## src/hdl/blf_consts.svh

```systemverilog
// constants for the backlight fade and daylight maximum-current block
// assumes inclusion by bare name from design and bench files
`ifndef BLF_CONSTS_SVH
`define BLF_CONSTS_SVH

// register offsets on the serial link
`define BLF_REG_MAX_CURRENT   8'h0a
`define BLF_REG_FADE_RATES    8'h09
// arbitrary link address, not tied to any part
`define BLF_DEV_ADDR          7'h2b

// field layout
`define BLF_MAX_CODE_MSB      6
`define BLF_FADE_IN_MSB       3
`define BLF_FADE_OUT_LSB      4
`define BLF_MAX_RESET         8'h00
`define BLF_FADE_RESET        8'h00

// full-scale fade times in ms
`define BLF_FS_FAST_MS        100
`define BLF_FS_STEP_MS        300
`define BLF_FS_KNEE_CODE      10
`define BLF_FS_KNEE_MS        3000
`define BLF_FS_LONG_STEP_MS   500
// codes from zero to full scale
`define BLF_CODE_STEPS        127
// clock rate in kHz: cycles per ms
`define BLF_CLK_KHZ           50000

`endif

```

## src/hdl/blf_pkg.sv

```systemverilog
// types shared by the backlight fade block
// assumes nothing beyond a SystemVerilog compiler
package blf_pkg;
	typedef enum logic [2:0] {
		BLF_IDLE,
		BLF_ADDR,
		BLF_REG,
		BLF_WR,
		BLF_RD
	} blf_link_st_t;
endpackage

```

## src/hdl/blf_i2c_slave.sv

```systemverilog
// serial two-wire register slave for the backlight fade block
// assumes scl and sda are pins of another domain; sda is open drain
`timescale 1ns/10ps
`default_nettype none
`include "blf_consts.svh"

module blf_i2c_slave
	import blf_pkg::*;
(
	// clock and reset
	input  wire logic       clk,
	input  wire logic       rst_b,
	// link pins
	input  wire logic       scl_i,
	input  wire logic       sda_i,
	output logic            sda_o,
	output logic            sda_oe,
	// register side
	output logic            wr_en,
	output logic [7:0]      reg_ptr,
	output logic [7:0]      wr_data,
	input  wire logic [7:0] rd_data
);

	logic [1:0]   scl_sync_q, sda_sync_q;
	logic         scl_p_q, sda_p_q;
	blf_link_st_t st_q, st_d;
	logic [3:0]   cnt_q, cnt_d;
	logic [7:0]   sh_q, sh_d, tx_q, tx_d, ptr_q, ptr_d, wd_q, wd_d;
	logic         oe_q, oe_d, rw_q, rw_d, nack_q, nack_d, wr_q, wr_d;
	logic         lead_q, lead_d;
	logic         scl_s, sda_s, start, stop, rise, fall;

	assign scl_s = scl_sync_q[1];
	assign sda_s = sda_sync_q[1];
	assign start = scl_s & scl_p_q & sda_p_q & ~sda_s;
	assign stop  = scl_s & scl_p_q & ~sda_p_q & sda_s;
	assign rise  = scl_s & ~scl_p_q;
	assign fall  = ~scl_s & scl_p_q;

	////////////////////////////////////////////////////////////////////////////////
	always_comb begin
		st_d   = st_q;
		cnt_d  = cnt_q;
		sh_d   = sh_q;
		tx_d   = tx_q;
		ptr_d  = ptr_q;
		wd_d   = wd_q;
		oe_d   = oe_q;
		rw_d   = rw_q;
		nack_d = nack_q;
		lead_d = lead_q;
		wr_d   = 1'b0;
		if (start) begin
			st_d   = BLF_ADDR;
			cnt_d  = 4'h0;
			oe_d   = 1'b0;
			lead_d = 1'b1;
		end else if (stop) begin
			st_d   = BLF_IDLE;
			oe_d   = 1'b0;
			lead_d = 1'b0;
		end else if (st_q != BLF_IDLE) begin
			if (rise && cnt_q < 4'h8)
				sh_d = {sh_q[6:0], sda_s};
			if (rise && cnt_q == 4'h8 && st_q == BLF_RD) begin
				nack_d = sda_s;
				if (!sda_s)
					ptr_d = ptr_q + 8'h01;
			end
			// the scl fall that closes a start carries no bit; counting it
			// would shift the whole first byte by one
			if (fall && lead_q)
				lead_d = 1'b0;
			else if (fall) begin
				if (cnt_q < 4'h7) begin
					cnt_d = cnt_q + 4'h1;
					if (st_q == BLF_RD) begin
						oe_d = ~tx_q[6];
						tx_d = {tx_q[6:0], 1'b0};
					end
				end else if (cnt_q == 4'h7) begin
					cnt_d = 4'h8;
					oe_d  = 1'b1;
					unique case (st_q)
						BLF_ADDR: begin
							if (sh_q[7:1] != `BLF_DEV_ADDR) begin
								st_d = BLF_IDLE;
								oe_d = 1'b0;
							end
							rw_d = sh_q[0];
						end
						BLF_REG: ptr_d = sh_q;
						BLF_WR: begin
							wr_d = 1'b1;
							wd_d = sh_q;
						end
						BLF_RD: oe_d = 1'b0;
						BLF_IDLE: oe_d = 1'b0;
					endcase
				end else begin
					cnt_d = 4'h0;
					oe_d  = 1'b0;
					unique case (st_q)
						BLF_ADDR: begin
							st_d = rw_q ? BLF_RD : BLF_REG;
							if (rw_q) begin
								oe_d = ~rd_data[7];
								tx_d = rd_data;
							end
						end
						BLF_REG: st_d = BLF_WR;
						BLF_WR: ptr_d = ptr_q + 8'h01;
						BLF_RD: begin
							if (nack_q)
								st_d = BLF_IDLE;
							else begin
								oe_d = ~rd_data[7];
								tx_d = rd_data;
							end
						end
						BLF_IDLE: st_d = BLF_IDLE;
					endcase
				end
			end
		end
	end

	always_ff @(posedge clk) begin
		if (!rst_b) begin
			scl_sync_q <= 2'b11;
			sda_sync_q <= 2'b11;
			scl_p_q    <= 1'b1;
			sda_p_q    <= 1'b1;
			st_q       <= BLF_IDLE;
			cnt_q      <= 4'h0;
			sh_q       <= 8'h00;
			tx_q       <= 8'h00;
			ptr_q      <= 8'h00;
			wd_q       <= 8'h00;
			oe_q       <= 1'b0;
			rw_q       <= 1'b0;
			nack_q     <= 1'b0;
			wr_q       <= 1'b0;
			lead_q     <= 1'b0;
			sda_o      <= 1'b0;
		end else begin
			scl_sync_q <= {scl_sync_q[0], scl_i};
			sda_sync_q <= {sda_sync_q[0], sda_i};
			scl_p_q    <= scl_s;
			sda_p_q    <= sda_s;
			st_q       <= st_d;
			cnt_q      <= cnt_d;
			sh_q       <= sh_d;
			tx_q       <= tx_d;
			ptr_q      <= ptr_d;
			wd_q       <= wd_d;
			oe_q       <= oe_d;
			rw_q       <= rw_d;
			nack_q     <= nack_d;
			wr_q       <= wr_d;
			lead_q     <= lead_d;
			sda_o      <= 1'b0;
		end
	end

	assign sda_oe  = oe_q;
	assign wr_en   = wr_q;
	assign reg_ptr = ptr_q;
	assign wr_data = wd_q;

endmodule
`default_nettype wire

```

## src/hdl/blf_backlight_fade.sv

```systemverilog
// backlight fade-rate and daylight maximum-current registers with ramp
// assumes the host programs registers over the two-wire link pins
// Operation
// - rate code zero skips programmed ramp but still ramps in about 100 ms
// - nonzero fade-in: turning on ramps current from present value to maximum
// - each rate code time is for a full 0 to 30 mA ramp
// - shorter spans between start and end finish proportionally sooner
// - fade-in code in bits 3:0, times 0.3 s per step to 3 s, then 0.5 s per step to 5.5 s
// - disabled fading still moves current over about 100 ms, never a step
// - max-current register at 0x0a: bit 7 reserved, bits 6:0 code
// - code maps to current by square law, 0 gives 0 mA, 127 gives 30 mA
// - fade-out code in bits 7:4; ramps down to off value at its rate
`timescale 1ns/10ps
`default_nettype none
`include "blf_consts.svh"

module blf_backlight_fade
	import blf_pkg::*;
#(
	parameter int unsigned MS_CYCLES = `BLF_CLK_KHZ
)(
	// clock and reset
	input  wire logic clk,
	input  wire logic rst_b,
	// two-wire register link
	input  wire logic scl_i,
	input  wire logic sda_i,
	output logic      sda_o,
	output logic      sda_oe,
	// backlight on request pin
	input  wire logic bl_on_i,
	// led dac drive
	output logic [6:0] dac_code,
	output logic       ramp_busy
);

	////////////////////////////////////////////////////////////////////////////////
	// register file
	logic       wr_en;
	logic [7:0] reg_ptr, wr_data, rd_data;
	logic [6:0] daylight_max_current_code_q, daylight_max_current_code_d;
	logic [7:0] backlight_fade_rates_q, backlight_fade_rates_d;

	blf_i2c_slave u_link (
		.clk     (clk),
		.rst_b   (rst_b),
		.scl_i   (scl_i),
		.sda_i   (sda_i),
		.sda_o   (sda_o),
		.sda_oe  (sda_oe),
		.wr_en   (wr_en),
		.reg_ptr (reg_ptr),
		.wr_data (wr_data),
		.rd_data (rd_data)
	);

	// reserved bit 7 stores nothing and reads zero
	always_comb begin
		daylight_max_current_code_d = daylight_max_current_code_q;
		backlight_fade_rates_d      = backlight_fade_rates_q;
		if (wr_en && reg_ptr == `BLF_REG_MAX_CURRENT)
			daylight_max_current_code_d = wr_data[`BLF_MAX_CODE_MSB:0];
		if (wr_en && reg_ptr == `BLF_REG_FADE_RATES)
			backlight_fade_rates_d = wr_data;
		unique case (reg_ptr)
			`BLF_REG_MAX_CURRENT: rd_data = {1'b0, daylight_max_current_code_q};
			`BLF_REG_FADE_RATES:  rd_data = backlight_fade_rates_q;
			default:              rd_data = 8'h00;
		endcase
	end

	////////////////////////////////////////////////////////////////////////////////
	// ramp engine

	// full-scale time of a rate code in ms
	function automatic int unsigned full_scale_ms(input logic [3:0] code);
		int unsigned n;
		n = 32'(code);
		if (n == 0)
			full_scale_ms = `BLF_FS_FAST_MS;
		else if (n <= `BLF_FS_KNEE_CODE)
			full_scale_ms = n * `BLF_FS_STEP_MS;
		else
			full_scale_ms = `BLF_FS_KNEE_MS + (n - `BLF_FS_KNEE_CODE) * `BLF_FS_LONG_STEP_MS;
	endfunction

	// per-code interval: full span of 127 codes takes the full time, so a
	// shorter span takes proportionally less
	function automatic int unsigned step_cycles(input logic [3:0] code);
		int unsigned c;
		c = (full_scale_ms(code) * MS_CYCLES) / `BLF_CODE_STEPS;
		step_cycles = (c == 0) ? 1 : c;
	endfunction

	logic [1:0]  on_sync_q;
	logic [6:0]  dac_q, dac_d, target;
	logic [31:0] tick_q, tick_d, interval_w;
	logic [3:0]  cur_rate;
	logic        busy_q, busy_d, step_now;

	// off value is zero; the dim level lives outside this block
	// a new max code mid-ramp only moves the target, the ramp is not restarted
	assign target   = on_sync_q[1] ? daylight_max_current_code_q : 7'h00;
	assign cur_rate = (dac_q < target) ? backlight_fade_rates_q[`BLF_FADE_IN_MSB:0] :
		backlight_fade_rates_q[7:`BLF_FADE_OUT_LSB];
	assign interval_w = step_cycles(cur_rate);
	assign step_now   = (tick_q >= interval_w - 32'h1);

	always_comb begin
		dac_d  = dac_q;
		tick_d = tick_q;
		busy_d = (dac_q != target);
		if (dac_q == target)
			tick_d = 32'h0;
		else if (step_now) begin
			tick_d = 32'h0;
			if (dac_q < target)
				dac_d = dac_q + 7'h01;
			else
				dac_d = dac_q - 7'h01;
		end else
			tick_d = tick_q + 32'h1;
	end

	always_ff @(posedge clk) begin
		if (!rst_b) begin
			on_sync_q                   <= 2'b00;
			daylight_max_current_code_q <= 7'(`BLF_MAX_RESET);
			backlight_fade_rates_q      <= `BLF_FADE_RESET;
			dac_q                       <= 7'h00;
			tick_q                      <= 32'h0;
			busy_q                      <= 1'b0;
		end else begin
			on_sync_q                   <= {on_sync_q[0], bl_on_i};
			daylight_max_current_code_q <= daylight_max_current_code_d;
			backlight_fade_rates_q      <= backlight_fade_rates_d;
			dac_q                       <= dac_d;
			tick_q                      <= tick_d;
			busy_q                      <= busy_d;
		end
	end

	// code drives the square-law current dac directly: 0 is 0 mA, 127 is 30 mA
	assign dac_code  = dac_q;
	assign ramp_busy = busy_q;
endmodule
`default_nettype wire

```

## config.mk

```make
export PLATFORM = sky130hd
export DESIGN_NAME = blf_backlight_fade
export DESIGN_NICKNAME = d
export VERILOG_FILES = /design/src/hdl/blf_pkg.sv /design/src/hdl/blf_i2c_slave.sv /design/src/hdl/blf_backlight_fade.sv
export VERILOG_INCLUDE_DIRS = /design/src /design/src/hdl
export SDC_FILE = /design/constraint.sdc
export NUM_CORES = 1
export LEC_CHECK = 0
export BUFFER_PORTS_ARGS = -buffer_cell sky130_fd_sc_hd__buf_2
export CAP_MARGIN = 30
export CORE_AREA = 2 2 324 326
export DETAILED_ROUTE_END_ITERATION = 7
export DIE_AREA = 0 0 326 328
export SLEW_MARGIN = 15
export SYNTH_ARGS = -nofsm -noshare
export SYNTH_HDL_FRONTEND = slang
export SYNTH_SLANG_ARGS = --single-unit
```

## constraint.sdc

```tcl
create_clock -name clk -period 62.4 [get_ports clk]
set_clock_uncertainty 0.15 [all_clocks]
set_input_delay 0 -clock clk [delete_from_list [all_inputs] [get_ports clk]]
set_output_delay 0 -clock clk [all_outputs]
set_load 0.02 [all_outputs]
```

Yosys cells after proc, flatten, opt, wreduce, memory -nomap -nowiden

Index checks and enable logic that the tools add are counted.

$add $sub $neg: 8
Multiply operators: 3
Divide/modulo/power cells: 1
Order comparisons: 5
Equal/unequal tests: 23
Muxes and demuxes: 48
Bitwise logic cells: 22
Reduce and logical (&&, ||, !) cells: 33

Operators with widths:

| kind                                                                   | count |
|---|---|
| 32-bit 2-to-1 mux                                                      | 3 |
| 8-bit 2-to-1 mux                                                       | 8 |
| 7-bit 2-to-1 mux                                                       | 7 |
| 12-bit by 32-bit adder with 32-bit output (first input constant)       | 1 |
| 32-bit by 1-bit adder with 32-bit output (second input constant)       | 1 |
| 32-bit by 7-bit divider with 32-bit output (second input constant)     | 1 |
| 32-bit greater-or-equal comparator                                     | 1 |
| 32-bit zero test                                                       | 1 |
| 32-bit by 12-bit multiplier with 28-bit output (second input constant) | 1 |
| 32-bit by 7-bit multiplier with 30-bit output (second input constant)  | 1 |
| 8-bit AND reduction                                                    | 4 |
| 32-bit by 1-bit subtractor with 32-bit output (second input constant)  | 1 |
| 1-bit 2-to-1 mux                                                       | 17 |
| 8-bit by 4-bit equality test with 1-bit output (second input constant) | 2 |
| 8-bit one-hot mux with 2 select lines                                  | 1 |
| 4-bit AND reduction                                                    | 4 |
| 3-bit 2-to-1 mux                                                       | 5 |
| 1-bit inverter                                                         | 15 |
| 7-bit one-hot mux with 2 select lines                                  | 1 |
| 4-bit 2-to-1 mux                                                       | 3 |
| 3-bit one-hot mux with 4 select lines                                  | 1 |
| 3-bit nonzero test                                                     | 4 |
| 4-bit by 7-bit multiplier with 11-bit output (second input constant)   | 1 |
| 10-bit AND reduction                                                   | 1 |
| 37 further kinds                                                       | 58 |

Bits in registers: 106
Input bits: 5
Output and inout port bits: 10

Logic depth before layout (Yosys ltp)

Depth in word-level cells: 15
Mapped depth: 182

Hierarchy

Synthesis repeated with hierarchy kept, for this count alone.

Cell total of the unflattened synthesis: 2,478
Area total of the unflattened synthesis: 19,402.4 µm²

By module, submodules not included:

| module             | instances | cells an instance | area an instance (µm²) |
|---|---|---|---|
| blf_backlight_fade | 1         | 2,163             | 16,817.4 |
| blf_i2c_slave      | 1         | 315               | 2,585.0 |

Worst setup path after synthesis

No wires, ideal clock.

Path kind: reg2reg
Start: register dac_q[2] (netlist: dac_code[2])
End: register dac_q[1] (netlist: dac_code[1])
Data arrival time: 36,507 ps
Data required time: 62,134 ps
Slack: 25,626 ps
Cell stages (with the launch flop): 166
Buffers on the path: 14
Period minus slack after synthesis: 36,774 ps
Cell sequence: dfxtp_1 ha_1 a21oi_1 a21oi_1 a2111oi_4 mux2i_1 inv_1 ha_1 a21oi_1 mux2_2 buf_4 xnor2_1 fa_1 fa_1 inv_1 fa_1 ha_1 o21a_1 (+130 left out) a21oi_1 nor2b_1 o21ai_0 nand2b_1 a21oi_1 nor2b_1 o21ai_0 nand2b_1 a21oi_1 nor2b_1 o21ai_0 nand2b_1 a21oi_1 o31ai_1 nand2_1 clkbuf_1 mux2i_1 nor2b_1

Cells in the longest elaborated chain, start to end: 14

RTL lines:

| what                                                    | line                                                 | text |
|---|---|---|
| from (decl)                                             | blf_backlight_fade.sv:96                             | `logic [6:0] dac_q, dac_d, target;` |
| from (signal assigned)                                  | blf_backlight_fade.sv:130                            | `dac_q <= 7'h00;` |
| from (signal assigned)                                  | blf_backlight_fade.sv:137                            | `dac_q <= dac_d;` |
| 7-bit less-than comparator                              | blf_backlight_fade.sv:104, blf_backlight_fade.sv:117 |  |
| 4-bit 2-to-1 mux                                        | blf_backlight_fade.sv:104                            | `` assign cur_rate = (dac_q < target) ? backlight_fade_rates_q[`BLF_FADE_IN_MSB:0] : `` |
| 4-bit by 4-bit subtractor with 5-bit output (no line)   | n/a                                                  |  |
| 32-bit by 7-bit multiplier with 30-bit output (no line) | n/a                                                  |  |
| 12-bit by 32-bit adder with 32-bit output (no line)     | n/a                                                  |  |
| 32-bit 2-to-1 mux                                       | blf_backlight_fade.sv:81                             | `` else if (n <= `BLF_FS_KNEE_CODE) `` |
| 32-bit 2-to-1 mux                                       | blf_backlight_fade.sv:79                             | `if (n == 0)` |
| 32-bit by 12-bit multiplier with 28-bit output          | blf_backlight_fade.sv:91                             | `` c = (full_scale_ms(code) * MS_CYCLES) / `BLF_CODE_STEPS; `` |
| 32-bit by 7-bit divider with 32-bit output (no line)    | n/a                                                  |  |
| 32-bit zero test                                        | blf_backlight_fade.sv:92                             | `step_cycles = (c == 0) ? 1 : c;` |
| 32-bit 2-to-1 mux                                       | blf_backlight_fade.sv:92                             |  |
| 32-bit by 1-bit subtractor with 32-bit output           | blf_backlight_fade.sv:107                            | `assign step_now = (tick_q >= interval_w - 32'h1);` |
| 32-bit greater-or-equal comparator                      | blf_backlight_fade.sv:107                            |  |
| 2-bit AND reduction (no line)                           | n/a                                                  |  |

Parallel ways exist; a longest one is shown, timed or not.
A chain may end at the register's enable or synchronous reset.

Worst setup path after layout

Start: register on_sync_q[1]
End: register dac_q[3] (netlist: dac_code[3])

Cells in the longest elaborated chain, start to end: 15

RTL lines:

| what                                                    | line                                                 | text |
|---|---|---|
| from (decl)                                             | blf_backlight_fade.sv:95                             | `logic [1:0] on_sync_q;` |
| from (signal assigned)                                  | blf_backlight_fade.sv:134                            | `on_sync_q <= {on_sync_q[0], bl_on_i};` |
| 7-bit 2-to-1 mux (*)                                    | blf_backlight_fade.sv:103                            | `assign target = on_sync_q[1] ? daylight_max_current_code_q : 7'h00;` |
| 7-bit less-than comparator                              | blf_backlight_fade.sv:104, blf_backlight_fade.sv:117 |  |
| 4-bit 2-to-1 mux                                        | blf_backlight_fade.sv:104                            |  |
| 4-bit by 4-bit subtractor with 5-bit output (no line)   | n/a                                                  |  |
| 32-bit by 7-bit multiplier with 30-bit output (no line) | n/a                                                  |  |
| 12-bit by 32-bit adder with 32-bit output (no line)     | n/a                                                  |  |
| 32-bit 2-to-1 mux                                       | blf_backlight_fade.sv:81                             |  |
| 32-bit 2-to-1 mux                                       | blf_backlight_fade.sv:79                             |  |
| 32-bit by 12-bit multiplier with 28-bit output          | blf_backlight_fade.sv:91                             |  |
| 32-bit by 7-bit divider with 32-bit output (no line)    | n/a                                                  |  |
| 32-bit zero test                                        | blf_backlight_fade.sv:92                             |  |
| 32-bit 2-to-1 mux                                       | blf_backlight_fade.sv:92                             |  |
| 32-bit by 1-bit subtractor with 32-bit output           | blf_backlight_fade.sv:107                            |  |
| 32-bit greater-or-equal comparator                      | blf_backlight_fade.sv:107                            |  |
| 2-bit AND reduction (no line)                           | n/a                                                  |  |

Mark *: on every way between the ends. The rest lies on a longest branch, timed or not.

==> impl_results.md <==
- Failing checks: negative hold slack
- Hold_buf cts: 3
- Gp weighted congestion: 0.954
- Clock buffer count from CTS: 9
- HPWL Detailed: 63100 µm
- Yosys warning count: 0
- XOR/XNOR Fraction of Synth Area: 9.31%
- Worst EP required: 62.53 ns
- Top fanout value on the critical path: 26
- Setup TNS: 0 ns
- Initial DRT Pass Iterations: 5
- Setup violations, final: 0
- Io pins: 15
- Final worst setup slack: 18.12 ns
- Worst Tran Pin Value: 1.14 ns
- Simple-gate share of the synthesized area: 27.7%
- Worst Hold Path Cells: 3
- Initial antenna violation count: 1
- Period Utilization, post-route: 71.0%
- Routed len/inst: 16.5 µm
- Compound-gate portion of the synthesized area: 29.5%
- Peak Freq: 0.0226 GHz
- Cells after synthesis: 3400
- Placed inst area: 26900 µm²
- IO buf count: 13
- Fin Hold WS: -0.000195 ns
- Synth Area per Inst: 7.56 µm²
- Die Y: 328 µm
- Clock Tree Buf Depth: 2
- TritonCTS clock tree: built
- DR vias/cell: 5.41
- CP endpoint kind: flip-flop
- Commonest non-fill, non-tap cell in the layout: nand2_1
- Pin count of the biggest net entering global routing: 69
- Diode count: 0
- Seq cells post-synth: 106
- First-pass GRT wire length: 126000 µm
- Final Critical Period: 44.28 ns
- Distinct cells, synth: 165
- Critical path type: flip-flop to flip-flop
- Fin nets: 3621
- Number of global-route vias before repair: 23600
- Hold WC Path Type: input pin to flip-flop
- Final hold vios: 1
- Post_cts resized: 0
- GRT Resource Usage Total: 14.0%
- Die Span X: 326 µm
- RSZ-0062 raised after global routing: false
- Die area: 107000 µm²
- Via count: 25600
- Largest family of logic cells by synthesized area: compound AO/OA/AOI/OAI gates
- Layout cell share with drive strength beyond 1: 9.72%
- Pins Over Slew Limit: 0
- Synthesized cell area: 25700 µm²
- Asr flop ratio synth: 0%
- Slew margin rel.: 23.2%
- Iteration-0 DRC Markers: 2119
- Worst Path Arrival: 44.41 ns
- Post-CTS Setup Bufs: 0
- Status: finished with violations
- Total gr overflow: 0
- Worst-Skew Late Latency: 0.40 ns
- CP max stage delay: 0.94 ns
- Htree depth: 3
- Leakage: 10.3 nW
- Root buffer cell: clkbuf_16
- Synth Area in Adders: 15.8%
- Drt total wl: 77800 µm
- Slowest CP cell: nor3_1
- Register area share after synthesis: 8.26%
- Reg2Reg Depth: 155
- Row count: 118
- Final Instance Area: 27300 µm²
- Detail Route Antenna Nets: 0
- FILL cells: 11200
- Post-synth EDFFs: 0
- Most frequent cells in the layout: nand2_1 (279), nor2_1 (268), inv_1 (232)
- DRC viols: 0
- Top cell by count, worst path: a21oi_1
- Initial core utilization: 24.9%
- Pwr per Cell Area: 5.01 nW/µm²
- Max VDD drop: 0.0163 mV
- Clk sink count: 106
- Multiplexer share of the synthesized area: 2.86%
- CP startpoint kind: flip-flop
- Max cap viols: 0
- Area delta synth->final: 6.13%
- Prevailing post-synth register cell: dfxtp_1
- Core box area: 103000 µm²
- Clock transition at path regs: 0.09 ns
- Worst slack, placed: 18.66 ns
## registers in the layout (all words and copies together), names as in the netlist, 2 cells and up
signal and count:
daylight_max_current_code_q 7, u_link.wr_data 8, u_link.st_q 3, u_link.sda_sync_q 2
dac_code 7, u_link.tx_q 7, u_link.cnt_q 4, u_link.scl_sync_q 2
tick_q 32, on_sync_q 2, backlight_fade_rates_q 8, u_link.sh_q 8
u_link.reg_ptr 8
## report_power, final
part	total (mW)	leakage [nW]	internal [mW]	switching, mW
Sequential	0.0691	0.856	0.0681	0.00101
Combinational	0.00524	9.27	0.00215	0.00308
Clock	0.0623	0.146	0.0286	0.0337
## per-layer routing
| layer | up-vias | part of all wire, % | track usage, % |
|---|---|---|---|
| met5 | - | 0 | 0 |
| met3 | 126 | 4.4 | 1.33 |
| li1 | 12500 | - | - |
| met1 | 12200 | 45 | 18.3 |
| met4 | 0 | 2.9 | 4.28 |
| met2 | 739 | 48 | 24.3 |
## worst paths after layout
check,slack [ns],endpoint,from
min reg2reg,0.28,u_link.scl_sync_q[1],u_link.scl_sync_q[0]
max,18.12,dac_code[3],on_sync_q[1]
min,-0.0002,u_link.sda_sync_q[0],rst_b
max reg2reg,18.12,dac_code[3],on_sync_q[1]
## cell usage after synthesis (17+ instances only)
cell type	count	area (µm²)
a211o_1	23	201
a211oi_1	50	375
a21boi_0	36	270
a21o_1	36	270
a21oi_1	214	1070
a31oi_1	42	263
and2_1	59	369
and3_1	46	288
buf_4	18	135
buf_6	20	225
clkbuf_1	54	203
dfxtp_1	106	2120
fa_1	77	1540
ha_1	199	2490
inv_1	232	871
mux2i_1	51	510
nand2_1	279	1050
nand2b_1	45	282
nand3_1	138	691
nand4_1	55	344
nor2_1	268	1010
nor2b_1	60	375
nor3_1	97	485
nor4_1	34	213
o211a_1	17	170
o211ai_1	37	278
o21a_1	25	188
o21ai_0	142	711
o21ai_1	18	90.1
o21bai_1	20	150
o22ai_1	21	131
o31ai_1	29	218
or2_2	25	156
or3_1	37	231
xnor2_1	169	1480
xor2_1	88	771
## through the flow
step,utilization [%],instances,power (mW)
2_1_floorplan,-,3402,0.0745
3_3_place_gp,26.0,4701,0.0758
3_5_place_dp,26.1,4704,0.0758
4_1_cts,26.4,4723,0.139
5_1_grt,26.4,4725,0.142
6_report,26.4,4725,0.137
## critical path: cells and delay by family, from the launching register on
family,cells,cell delay (ns)
muxes,4,1.89
DFF,1,0.45
buffers and inverters,10,1.43
AOI/OAI and AO/OA,67,19.38
adders and majority gates,16,6.07
xor gates and xnor gates,9,3.47
and+or+nand+nor,49,11.24
## cell families after synthesis
kind of cell / Yosys count
DFF: 106
other: 2
muxes: 70
buffers and inverters: 355
AOI/OAI and AO/OA: 1007
xor gates and xnor gates: 265
and+or+nand+nor: 1317
adders and majority gates: 278
## layout make-up
type,instances,area [µm²],area share (%)
Inverter,235,882,3.24
Multi-Input combinational cell,2941,21900,80.3
Timing Repair Buffer,47,330,1.21
Clock inverter,7,85.1,0.312
Tap cell,1380,1730,6.33
Clock buffer,9,225,0.826
Sequential cell,106,2120,7.78
No activity file was read; power rests on OpenSTA's default activity.
